--- src/shared/osc_regs.svh ---
`ifndef OSC_REGS_SVH
`define OSC_REGS_SVH

// Register byte offsets on the AXI4-Lite port
`define OSC_CTRL_OFS 8'h00
`define OSC_UNLOCK_OFS 8'h04
`define OSC_TRIM_OFS 8'h08
`define OSC_STAT_OFS 8'h0c

// Control register fields and reset value
`define OSC_CTRL_RST 8'ha0
`define OSC_INTERNAL_OSC_ENABLE_BIT_BIT 7
`define OSC_CRYSTAL_ENABLE_BIT_BIT 6
`define OSC_SCK_MSB 2
`define OSC_SCK_LSB 0

// System clock source codes
`define OSC_SCK_IPO_FAST 3'h0
`define OSC_SCK_IPO_SLOW 3'h1
`define OSC_SCK_XTAL 3'h2

// Unlock key pair
`define OSC_UNLOCK_KEY1 8'he7
`define OSC_UNLOCK_KEY2 8'h18

// Status register bit positions
`define OSC_STAT_READY_BIT 0
`define OSC_STAT_OPEN_BIT 1
`define OSC_STAT_USER_TRIM_BIT 2
`define OSC_STAT_XSTABLE_BIT 3

// Trim reset value before the factory load
`define OSC_TRIM_RST 8'h00

// Crystal cycles counted before the crystal is reported stable
`define OSC_XTAL_STABLE_CYC 10'd1000

// AXI responses
`define OSC_RESP_OKAY 2'h0
`define OSC_RESP_SLVERR 2'h2

`endif

--- src/shared/osc_pkg.sv ---
package osc_pkg;

  typedef enum logic [1:0] {
    OSC_INIT_SYNC,
    OSC_INIT_WAIT,
    OSC_INIT_LOAD,
    OSC_INIT_RUN
  } osc_init_t;

  typedef enum logic [1:0] {
    OSC_LOCKED,
    OSC_KEY1_SEEN,
    OSC_OPEN
  } osc_lock_t;

  typedef enum logic [2:0] {
    OSC_REG_CTRL,
    OSC_REG_UNLOCK,
    OSC_REG_TRIM,
    OSC_REG_STAT,
    OSC_REG_NONE
  } osc_reg_t;

  typedef struct packed {
    logic [7:0] trim;
    logic user;
  } osc_trim_state_t;

  typedef struct packed {
    osc_init_t init;
    osc_lock_t lock;
    logic [7:0] ctrl;
    logic ipo_fast;
    logic [1:0] off_s;
    logic [7:0] trim_s0;
    logic [7:0] trim_s1;
    logic [2:0] xsync;
    logic [9:0] xcnt;
    logic xstable;
    logic aw_held;
    logic [7:0] aw_addr;
    logic w_held;
    logic [7:0] wdata;
    logic wstb;
    logic awready;
    logic wready;
    logic bvalid;
    logic [1:0] bresp;
    logic arready;
    logic rvalid;
    logic [31:0] rdata;
    logic [1:0] rresp;
  } osc_state_t;

endpackage

--- src/design/osc_source_ctrl.sv ---
// The register addresses and the AXI4-Lite register port are this design's own decisions.
`timescale 1ns/1ps
`default_nettype none
`include "osc_regs.svh"

module osc_source_ctrl
  import osc_pkg::*;
(
  // Clock, reset, enable
  input wire logic clk,
  input wire logic rst,
  input wire logic ce,
  // AXI4-Lite write address
  input wire logic s_axi_awvalid,
  output logic s_axi_awready,
  input wire logic [7:0] s_axi_awaddr,
  // AXI4-Lite write data
  input wire logic s_axi_wvalid,
  output logic s_axi_wready,
  input wire logic [31:0] s_axi_wdata,
  input wire logic [3:0] s_axi_wstrb,
  // AXI4-Lite write response
  output logic s_axi_bvalid,
  input wire logic s_axi_bready,
  output logic [1:0] s_axi_bresp,
  // AXI4-Lite read address
  input wire logic s_axi_arvalid,
  output logic s_axi_arready,
  input wire logic [7:0] s_axi_araddr,
  // AXI4-Lite read data
  output logic s_axi_rvalid,
  input wire logic s_axi_rready,
  output logic [31:0] s_axi_rdata,
  output logic [1:0] s_axi_rresp,
  // Nonvolatile option and factory trim
  input wire logic crystal_off_option,
  input wire logic [7:0] factory_trim,
  // Crystal clock as seen at the pin
  input wire logic xtal_clk_pin,
  // Oscillator controls
  output logic crystal_enable_bit,
  output logic crystal_pin_override,
  output logic internal_osc_enable_bit,
  output logic fast_slow_select,
  output logic [7:0] ipo_trim,
  output logic [2:0] system_clock_source_select,
  output logic [4:0] ctrl_misc
);

  localparam osc_state_t RST_STATE = '{
    init: OSC_INIT_SYNC,
    lock: OSC_LOCKED,
    ctrl: `OSC_CTRL_RST,
    ipo_fast: 1'b1,
    off_s: 2'h0,
    trim_s0: 8'h00,
    trim_s1: 8'h00,
    xsync: 3'h0,
    xcnt: 10'h000,
    xstable: 1'b0,
    aw_held: 1'b0,
    aw_addr: 8'h00,
    w_held: 1'b0,
    wdata: 8'h00,
    wstb: 1'b0,
    awready: 1'b1,
    wready: 1'b1,
    bvalid: 1'b0,
    bresp: `OSC_RESP_OKAY,
    arready: 1'b1,
    rvalid: 1'b0,
    rdata: 32'h0000_0000,
    rresp: `OSC_RESP_OKAY
  };

  osc_state_t r_r;
  osc_state_t r_nxt;
  logic trim_load;
  logic trim_wr;
  logic [7:0] trim_q;
  logic user_trim_q;

  function automatic osc_reg_t osc_decode(input logic [7:0] addr);
    if (addr == `OSC_CTRL_OFS) begin
      return OSC_REG_CTRL;
    end else if (addr == `OSC_UNLOCK_OFS) begin
      return OSC_REG_UNLOCK;
    end else if (addr == `OSC_TRIM_OFS) begin
      return OSC_REG_TRIM;
    end else if (addr == `OSC_STAT_OFS) begin
      return OSC_REG_STAT;
    end else begin
      return OSC_REG_NONE;
    end
  endfunction

  osc_trim_store osc_trim_store_i (
    .clk(clk),
    .rst(rst),
    .ce(ce),
    .load(trim_load),
    .factory_val(r_r.trim_s1),
    .wr(trim_wr),
    .wr_val(r_r.wdata),
    .trim(trim_q),
    .user_trim(user_trim_q)
  );

  always_comb begin
    logic [7:0] newc;
    logic xedge;
    newc = r_r.ctrl;
    xedge = r_r.xsync[1] & ~r_r.xsync[2];
    r_nxt = r_r;
    trim_load = 1'b0;
    trim_wr = 1'b0;

    // Pin inputs pass two flops before use
    r_nxt.xsync = {r_r.xsync[1:0], xtal_clk_pin};
    r_nxt.off_s = {r_r.off_s[0], crystal_off_option};
    r_nxt.trim_s0 = factory_trim;
    r_nxt.trim_s1 = r_r.trim_s0;

    // Strap and factory trim caught after reset release, once synchronised
    case (r_r.init)
      OSC_INIT_SYNC: begin
        r_nxt.init = OSC_INIT_WAIT;
      end
      OSC_INIT_WAIT: begin
        r_nxt.init = OSC_INIT_LOAD;
      end
      OSC_INIT_LOAD: begin
        r_nxt.ctrl[`OSC_CRYSTAL_ENABLE_BIT_BIT] = ~r_r.off_s[1];
        trim_load = 1'b1;
        r_nxt.init = OSC_INIT_RUN;
      end
      default: begin
      end
    endcase

    // Stability count only advisory; software owns the wait
    if (!r_r.ctrl[`OSC_CRYSTAL_ENABLE_BIT_BIT]) begin
      r_nxt.xcnt = 10'h000;
      r_nxt.xstable = 1'b0;
    end else if (xedge && !r_r.xstable) begin
      r_nxt.xcnt = r_r.xcnt + 10'd1;
      if (r_r.xcnt == `OSC_XTAL_STABLE_CYC - 10'd1) begin
        r_nxt.xstable = 1'b1;
      end
    end

    // Address and data may arrive in either order
    if (s_axi_awvalid && r_r.awready) begin
      r_nxt.aw_held = 1'b1;
      r_nxt.aw_addr = s_axi_awaddr;
      r_nxt.awready = 1'b0;
    end
    if (s_axi_wvalid && r_r.wready) begin
      r_nxt.w_held = 1'b1;
      r_nxt.wdata = s_axi_wdata[7:0];
      r_nxt.wstb = s_axi_wstrb[0];
      r_nxt.wready = 1'b0;
    end
    if (r_r.aw_held && r_r.w_held && !r_r.bvalid) begin
      r_nxt.aw_held = 1'b0;
      r_nxt.w_held = 1'b0;
      r_nxt.bvalid = 1'b1;
      r_nxt.bresp = `OSC_RESP_OKAY;
      case (osc_decode(r_r.aw_addr))
        OSC_REG_CTRL: begin
          if (r_r.lock == OSC_OPEN && r_r.init == OSC_INIT_RUN && r_r.wstb) begin
            newc = r_r.wdata;
            // Cannot pull the crystal from under the system clock
            if (r_r.ctrl[`OSC_SCK_MSB:`OSC_SCK_LSB] == `OSC_SCK_XTAL) begin
              newc[`OSC_CRYSTAL_ENABLE_BIT_BIT] = r_r.ctrl[`OSC_CRYSTAL_ENABLE_BIT_BIT];
            end
            r_nxt.ctrl = newc;
            r_nxt.lock = OSC_LOCKED;
          end
        end
        OSC_REG_UNLOCK: begin
          if (r_r.wstb) begin
            if (r_r.lock == OSC_LOCKED && r_r.wdata == `OSC_UNLOCK_KEY1) begin
              r_nxt.lock = OSC_KEY1_SEEN;
            end else if (r_r.lock == OSC_KEY1_SEEN && r_r.wdata == `OSC_UNLOCK_KEY2) begin
              r_nxt.lock = OSC_OPEN;
            end else if (r_r.lock != OSC_OPEN) begin
              r_nxt.lock = OSC_LOCKED;
            end
          end
        end
        OSC_REG_TRIM: begin
          trim_wr = r_r.wstb && r_r.init == OSC_INIT_RUN;
        end
        OSC_REG_STAT: begin
        end
        default: begin
          r_nxt.bresp = `OSC_RESP_SLVERR;
        end
      endcase
    end
    if (r_r.bvalid && s_axi_bready) begin
      r_nxt.bvalid = 1'b0;
      r_nxt.awready = 1'b1;
      r_nxt.wready = 1'b1;
    end

    // Read path: one read in flight
    if (s_axi_arvalid && r_r.arready) begin
      r_nxt.arready = 1'b0;
      r_nxt.rvalid = 1'b1;
      r_nxt.rdata = 32'h0000_0000;
      r_nxt.rresp = `OSC_RESP_OKAY;
      case (osc_decode(s_axi_araddr))
        OSC_REG_CTRL: begin
          r_nxt.rdata[7:0] = r_r.ctrl;
        end
        OSC_REG_UNLOCK: begin
        end
        OSC_REG_TRIM: begin
          r_nxt.rdata[7:0] = trim_q;
        end
        OSC_REG_STAT: begin
          r_nxt.rdata[`OSC_STAT_READY_BIT] = r_r.init == OSC_INIT_RUN;
          r_nxt.rdata[`OSC_STAT_OPEN_BIT] = r_r.lock == OSC_OPEN;
          r_nxt.rdata[`OSC_STAT_USER_TRIM_BIT] = user_trim_q;
          r_nxt.rdata[`OSC_STAT_XSTABLE_BIT] = r_r.xstable;
        end
        default: begin
          r_nxt.rresp = `OSC_RESP_SLVERR;
        end
      endcase
    end
    if (r_r.rvalid && s_axi_rready) begin
      r_nxt.rvalid = 1'b0;
      r_nxt.arready = 1'b1;
    end

    // Kept as a flop so the output needs no decode
    r_nxt.ipo_fast = r_nxt.ctrl[`OSC_SCK_MSB:`OSC_SCK_LSB] != `OSC_SCK_IPO_SLOW;
  end

  always_ff @(posedge clk or posedge rst) begin
    if (rst) begin
      r_r <= RST_STATE;
    end else if (ce) begin
      r_r <= r_nxt;
    end
  end

  assign s_axi_awready = r_r.awready;
  assign s_axi_wready = r_r.wready;
  assign s_axi_bvalid = r_r.bvalid;
  assign s_axi_bresp = r_r.bresp;
  assign s_axi_arready = r_r.arready;
  assign s_axi_rvalid = r_r.rvalid;
  assign s_axi_rdata = r_r.rdata;
  assign s_axi_rresp = r_r.rresp;
  assign crystal_enable_bit = r_r.ctrl[`OSC_CRYSTAL_ENABLE_BIT_BIT];
  assign crystal_pin_override = r_r.ctrl[`OSC_CRYSTAL_ENABLE_BIT_BIT];
  assign internal_osc_enable_bit = r_r.ctrl[`OSC_INTERNAL_OSC_ENABLE_BIT_BIT];
  assign fast_slow_select = r_r.ipo_fast;
  assign ipo_trim = trim_q;
  assign system_clock_source_select = r_r.ctrl[`OSC_SCK_MSB:`OSC_SCK_LSB];
  assign ctrl_misc = r_r.ctrl[7:3];

endmodule
`default_nettype wire

--- src/design/osc_trim_store.sv ---
`timescale 1ns/1ps
`default_nettype none
`include "osc_regs.svh"

module osc_trim_store
  import osc_pkg::*;
(
  // Clock and reset
  input wire logic clk,
  input wire logic rst,
  input wire logic ce,
  // Factory load
  input wire logic load,
  input wire logic [7:0] factory_val,
  // User override
  input wire logic wr,
  input wire logic [7:0] wr_val,
  // Trim out
  output logic [7:0] trim,
  output logic user_trim
);

  osc_trim_state_t r_r;
  osc_trim_state_t r_nxt;

  always_comb begin
    r_nxt = r_r;
    if (load) begin
      r_nxt.trim = factory_val;
      r_nxt.user = 1'b0;
    end else if (wr) begin
      r_nxt.trim = wr_val;
      r_nxt.user = 1'b1;
    end
  end

  always_ff @(posedge clk or posedge rst) begin
    if (rst) begin
      r_r <= '{trim: `OSC_TRIM_RST, user: 1'b0};
    end else if (ce) begin
      r_r <= r_nxt;
    end
  end

  assign trim = r_r.trim;
  assign user_trim = r_r.user;

endmodule
`default_nettype wire

--- config.mk ---
export PLATFORM = sky130hd
export DESIGN_NAME = osc_source_ctrl
export DESIGN_NICKNAME = d
export VERILOG_FILES = /design/src/shared/osc_pkg.sv /design/src/design/osc_source_ctrl.sv /design/src/design/osc_trim_store.sv
export VERILOG_INCLUDE_DIRS = /design/src /design/src/shared
export SDC_FILE = /design/constraint.sdc
export NUM_CORES = 1
export LEC_CHECK = 0
export ABC_CLOCK_PERIOD_IN_PS = 3600
export BUFFER_PORTS_ARGS = -buffer_cell sky130_fd_sc_hd__buf_2
export CAP_MARGIN = 20
export CORE_ASPECT_RATIO = 0.6
export CORE_MARGIN = 2
export CORE_UTILIZATION = 45
export CTS_CLUSTER_DIAMETER = 150
export CTS_CLUSTER_SIZE = 12
export DETAILED_ROUTE_END_ITERATION = 16
export GPL_TIMING_DRIVEN = 0
export HOLD_SLACK_MARGIN = 0.05
export PLACE_DENSITY_LB_ADDON = 0.08
export SLEW_MARGIN = 20
export SYNTH_ARGS = -nofsm -noshare
export SYNTH_HDL_FRONTEND = slang
export SYNTH_SLANG_ARGS = --single-unit
--- constraint.sdc ---
create_clock -name clk -period 3.6 [get_ports clk]
set_clock_uncertainty 0.05 [all_clocks]
set_input_delay 0.54 -clock clk [delete_from_list [all_inputs] [get_ports clk]]
set_output_delay 0.54 -clock clk [all_outputs]
set_load 0.1 [all_outputs]
# Word-level counts from Yosys, hierarchy flattened
# Cells that the tools add are included.
# word_totals
inputBits	70
elab_cells	152
output_inout_bits	61
register_bits	90
# op_classes
n_bitwise	3
muxes	43
n_reduce_logical	49
n_addsub	1
n_eq_ne	29
# ops
cell	count
3-bit two-way mux	12
36-bit two-way mux	1
8-bit by 4-bit == test with 1-bit output, second input constant	4
2-bit AND reduction	14
9-bit two-way mux	3
11-bit two-way mux	2
10-bit two-way mux	2
8-bit by 3-bit == test with 1-bit output, second input constant	2
8-bit logical NOT	2
2-bit nonzero test	8
3-bit by 2-bit == test with 1-bit output, second input constant	5
2-bit two-way mux	7
7-bit two-way mux	2
1-bit logical AND	13
4-bit one-hot mux with 3 select lines	1
10-bit by 1-bit adder with 10-bit output, second input constant	1
10-bit == test, second input constant	1
1-bit two-way mux	10
8-bit by 5-bit == test with 1-bit output, second input constant	1
8-bit == test, second input constant	1
4-bit inequality test, second input constant	2
4-bit one-hot mux with 2 select lines	1
4-bit OR reduction	2
2-bit == test, second input constant	3
16 further kinds	25

# Logic depth before layout (Yosys ltp)
# depth
word_depth	11
mapped_depth	7
ltp_nobuf	6

# Modules after synthesis
# Synthesis repeated with hierarchy kept, for this count alone.
# unflattened
cells_unflattened	393
hier_area_um2	4436.8
# modules_own_cells
mod	area_per_inst_um2	instances	seq_area_each_um2	cells_per_inst
osc_source_ctrl	3917.5	1	1984.4	344
osc_trim_store	519.2	1	225.2	49

# Worst setup path before layout
# No wires, ideal clock.
# synth_path
path_kind	register -> register
startpoint	register r_r, in the netlist s_axi_bvalid
endpoint	register r_r, in the netlist ctrl_misc[0]
setup_ns	0.125
period_less_slack_ns	2.541
n_path_buf	0
required_ns	3.425
path_stages_with_launch	5
setup_slack_ns	1.059
arrival_time_ns	2.367
path_cell_list	dfrtp_1 nand4b_1 or3_4 nor4_4 mux2_2
# synth_via
elab_chain_cells	3
# synth_rtl
element	line	rtl
start: declaration	osc_source_ctrl.sv:76	osc_state_t r_r;
start signal: assignment	osc_source_ctrl.sv:247	r_r <= r_nxt;
1-bit logical NOT	osc_source_ctrl.sv:164	if (r_r.aw_held && r_r.w_held && !r_r.bvalid) begin
1-bit logical AND	osc_source_ctrl.sv:164	
4-bit AND reduction (no source line)	n/a	
# Every way passes these cells.
# A chain may end at the register's enable or synchronous reset.

# Final worst setup path
# layout_path
startpoint	register r_r[51] in the netlist's numbering
endpoint	register r_r, in the netlist system_clock_source_select[1]
# layout_via
elab_chain_cells	9
word_cells_on_any_way	12
classes_between	eq/ne: 3; mux: 7; reduce/logical: 2
# layout_rtl
element	line	rtl
8-bit by 4-bit == test with 1-bit output (no source line)	n/a	
3-bit two-way mux	osc_source_ctrl.sv:90	end else if (addr == `OSC_STAT_OFS) begin
3-bit two-way mux	osc_source_ctrl.sv:88	end else if (addr == `OSC_TRIM_OFS) begin
3-bit two-way mux	osc_source_ctrl.sv:86	end else if (addr == `OSC_UNLOCK_OFS) begin
3-bit two-way mux (*)	osc_source_ctrl.sv:84	if (addr == `OSC_CTRL_OFS) begin
3-bit two-way mux (*)	osc_source_ctrl.sv:164	
3-bit logical NOT (*)	osc_source_ctrl.sv:169	case (osc_decode(r_r.aw_addr))
7-bit two-way mux (*)	osc_source_ctrl.sv:169	
7-bit two-way mux (*)	osc_source_ctrl.sv:164	
# Every way passes the cells marked *; elsewhere a longest branch is shown, timed or not. The select of a mux whose other input is x is not followed.

==> summary.md <==
| Metric | Value |
|---|---|
| Tmin final | around 2.3 ns |
| Post-synthesis simple-gate area fraction | 0.122 |
| Largest family of logic cells by synthesized area | multiplexers |
| DP Wirelength | between 7 and 8 mm |
| Tcrit/Tclk final | 0.653 |
| Post-Layout Cell Count | 626 |
| Fraction of layout instances using a drive strength above 1 | 0.415 |
| Worst hold path type | in2async |
| RSZ-0062 raised after global routing | no |
| Met2 routed WL | 3.98 mm |
| Port Buffers | 76 |
| Final setup vio count | 0 |
| Design Power | 0.00394 W |
| Ys flop type | dfrtp_1 |
| Area of the mapped netlist | 0.00433 mm^2 |
| Overflow after GRT | 0 |
| Worst slew pin tran | 0.711 ns |
| Routability congestion estimate from global placement | 0.854 |
| Top post-synthesis cells by area | dfrtp_1 (47%), mux2_2 (13%), buf_4 (7.8%) |
| Critical Path RT | ~3.8 ns |
| Pleak | 2.55 nW |
| Die Width | 131 um |
| Top layer used by detailed routing | met4 |
| R2r endpoint | system_clock_source_select[1] |
| Placed Instances | 610 |
| Run status | finished, final reports clean |
| # nets final | between 500 and 600 |
| Top-area cell type share of the netlist area | 0.474 |
| Worst hold margin | 0.196 ns |
| Clock sink total | 88 |
| # H-tree levels | 3 |
| Sequential share of the synthesized area | 0.511 |
| Switching power | 0.00172 W |
| Sequential Power Share | 0.379 |
| Routed length per instance | 15.6 um |
| Core Rows | 27 |
| Initial core utilization | 0.467 |
| CP max FO | 7 |
| Post-DRT Antenna Nets | 0 |
| Peak VDD IR | 396 uV |
| Height of the chip | 80.0 um |
| Initial antenna violation count | 0 |
| Post-placement cell area | approximately 0.005 mm^2 |
| CP Launch Type | flop |
| Worst slew margin relative to its limit | 0.526 |
| Via Count | between 3000 and 4000 |
| Final hold vios | 0 |
| Via/cell ratio | 4.99 |
| Async SR Flop Fraction | 1.00 |
| Adder-Cell Fraction of Synth Area | 0.0145 |
| Combinational power share | 0.374 |
| FF-to-FF setup slack | 1.25 ns |
| DR iter-0 viols | 165 |
| Critical path endpoint category | flop |
| Kind of critical path | reg2reg |
| Seq. cell area | 0.00221 mm^2 |
| EDFF count, synth | 0 |
| Avg Synthesized Cell Area | 11.4 um^2 |
| Net Sw Frac | 0.437 |
| Synth cell types | 46 |
| GRT Resource Usage Total | 0.204 |
| Io pins | between 100 and 150 |
| Cts hold-fix bufs | 0 |
| Cell taking the most area after synthesis | dfrtp_1 |
| Wire length on met3 | roughly 670 um |
| Fraction of synthesized cell area in xor and xnor cells | 0.0142 |
| Mux share of post-synthesis cell area | 0.163 |
| Layout Utilization | 0.574 |
| Vias in the first global route | 3050 |
| Critical Path AT | 2.52 ns |
| Bufs on Longest Clock Path | 2 |
| Synth Area in Compound Gates | 0.0801 |
| Area delta synth->final | 22.8% |
| M1 WL | between 4 and 5 mm |
| Cells on worst reg2reg path | 4 |
| Total iterations of the first detailed-routing run | 4 |
| RR Startpoint | r_r[51] |
| Max cap viols | 0 |
| Seq cells post-synth | 88 |
| Die area | about 0.010 mm^2 |
| Post-CTS Setup Bufs | 0 |
| Worst skew pair latency | 0.34 ns |
| Post-detailed-routing wire length | 9.74 mm |
| Fmax | 426 MHz |
| Multi-input gate area | around 0.0018 mm^2 |
| TritonCTS buffer count | 9 |
| Post-CTS resize count | 0 |
| Clk slew on worst S/H paths | 0.06 ns |
| Antenna cells | 0 |
| Internal | 0.00222 W |
| Fill cells | 852 |
| Clock Power Share | 0.247 |
| Clock Tree Root | clkbuf_16 |
| Core Footprint | 0.00926 mm^2 |
| CTS tree | built |
| Drt drc | 0 |
| Final instance area | 0.00531 mm^2 |
| Cells after Synth | 378 |
| Ys Warns | 0 |
| First-pass GRT wire length | 16.0 mm |
| P per Cell Area | about 740 mW/mm^2 |
| Final Max Tran Viols | 0 |
| Largest net degree at the start of global routing | 51 |
-- cell families after synthesis --
| kind of cell | Yosys count |
|---|---|
| xor gates and xnor gates | 7 |
| AOI/OAI and AO/OA | 52 |
| and+or+nand+nor | 97 |
| adders and majority gates | 5 |
| buffers and inverters | 64 |
| DFF | 88 |
| muxes | 64 |
| other | 1 |
-- sequential cells by signal (all words and copies together), names as in the netlist, 3 cells and up --
| name | count |
|---|---|
| s_axi_rdata | 8 |
| ctrl_misc | 4 |
| r_nxt | 11 |
| r_r | 44 |
| system_clock_source_select | 3 |
| osc_trim_store_i.trim | 8 |
-- cell usage in the layout (no fill, tap or decap), types with 8 or more instances in the layout --
master,Yosys,final
buf_2,0,76
clkbuf_1,8,8
nand2_1,27,27
nand4_1,9,9
buf_4,45,45
clkbuf_16,0,9
nor2_1,28,28
conb_1,1,26
mux2_2,51,51
mux2i_1,13,13
a21oi_1,14,14
dfrtp_1,82,82
o21ai_0,16,16
-- stage by stage --
step                      worst slack [ns]  TNS (ns)
after floorplan                      0.741         0
after global placement              -0.373    -30.33
after detailed placement              1.06         0
after CTS                             1.24         0
after global routing                  1.14         0
final                                 1.25         0
-- cell usage after synthesis (2+ instances only) --
cell type  count
nand3b_1       2
o21ai_0       16
buf_1          3
buf_4         45
nor2b_1        3
nor2_1        28
nand4_1        9
ha_1           5
nand2_1       27
nor4_1         3
a211oi_1       5
mux2_2        51
a21oi_1       14
dfrtp_1       82
and3_1         2
nor3b_1        2
a32o_1         3
nand3_1        5
mux2i_1       13
xnor2_1        7
nand2b_1       2
inv_1          8
clkbuf_1       8
a21boi_0       3
dfstp_2        6
nand4b_1       3
a22oi_1        4
-- power groups by stage --
| stage | logic [W] | clock network (W) | registers (W) |
|---|---|---|---|
| floorplan | 0.000780 | 0 | 0.00187 |
| global placement | 0.00144 | 0 | 0.00149 |
| detailed placement | 0.00148 | 0 | 0.00150 |
| CTS | 0.00148 | 0.00100 | 0.00149 |
| global route | 0.00158 | 0.00105 | 0.00154 |
| finish | 0.00147 | 0.000975 | 0.00149 |
-- area by class of cell --
class	count	share of cell area
Clock inverter	4	0.00966
Sequential cell	88	0.416
Multi-Input combinational cell	251	0.339
Inverter	8	0.00612
Timing Repair Buffer	77	0.0768
Buffer	56	0.0714
Clock buffer	12	0.0502
Tap cell	130	0.0306
-- worst max-delay path by stage --
| stage | startpoint | end | slack [ns] |
|---|---|---|---|
| after floorplan | rst | crystal_enable_bit | 0.74 |
| after global placement | rst | r_nxt[80] | -0.37 |
| after detailed placement | ce | system_clock_source_select[0] | 1.06 |
| after CTS | r_r[51] | system_clock_source_select[0] | 1.24 |
| after global routing | r_r[103] | crystal_enable_bit | 1.14 |
| final | r_r[51] | system_clock_source_select[1] | 1.25 |
-- per-layer routing --
| layer | up-vias | global-route usage |
|---|---|---|
| li1 | 1497 | - |
| met1 | 1496 | 0.307 |
| met2 | 120 | 0.283 |
| met3 | 9 | 0.0597 |
| met4 | 0 | 0.0585 |
| met5 | - | 0 |
-- worst max-delay path, cell delays in order (launching register included) --
cell and delay [ns]:
dfrtp_1 0.38, or4_4 0.59, or3_4 0.39, nor4_4 0.44, mux2_2 0.39
Note: power is estimated with default switching activity, not from simulation.
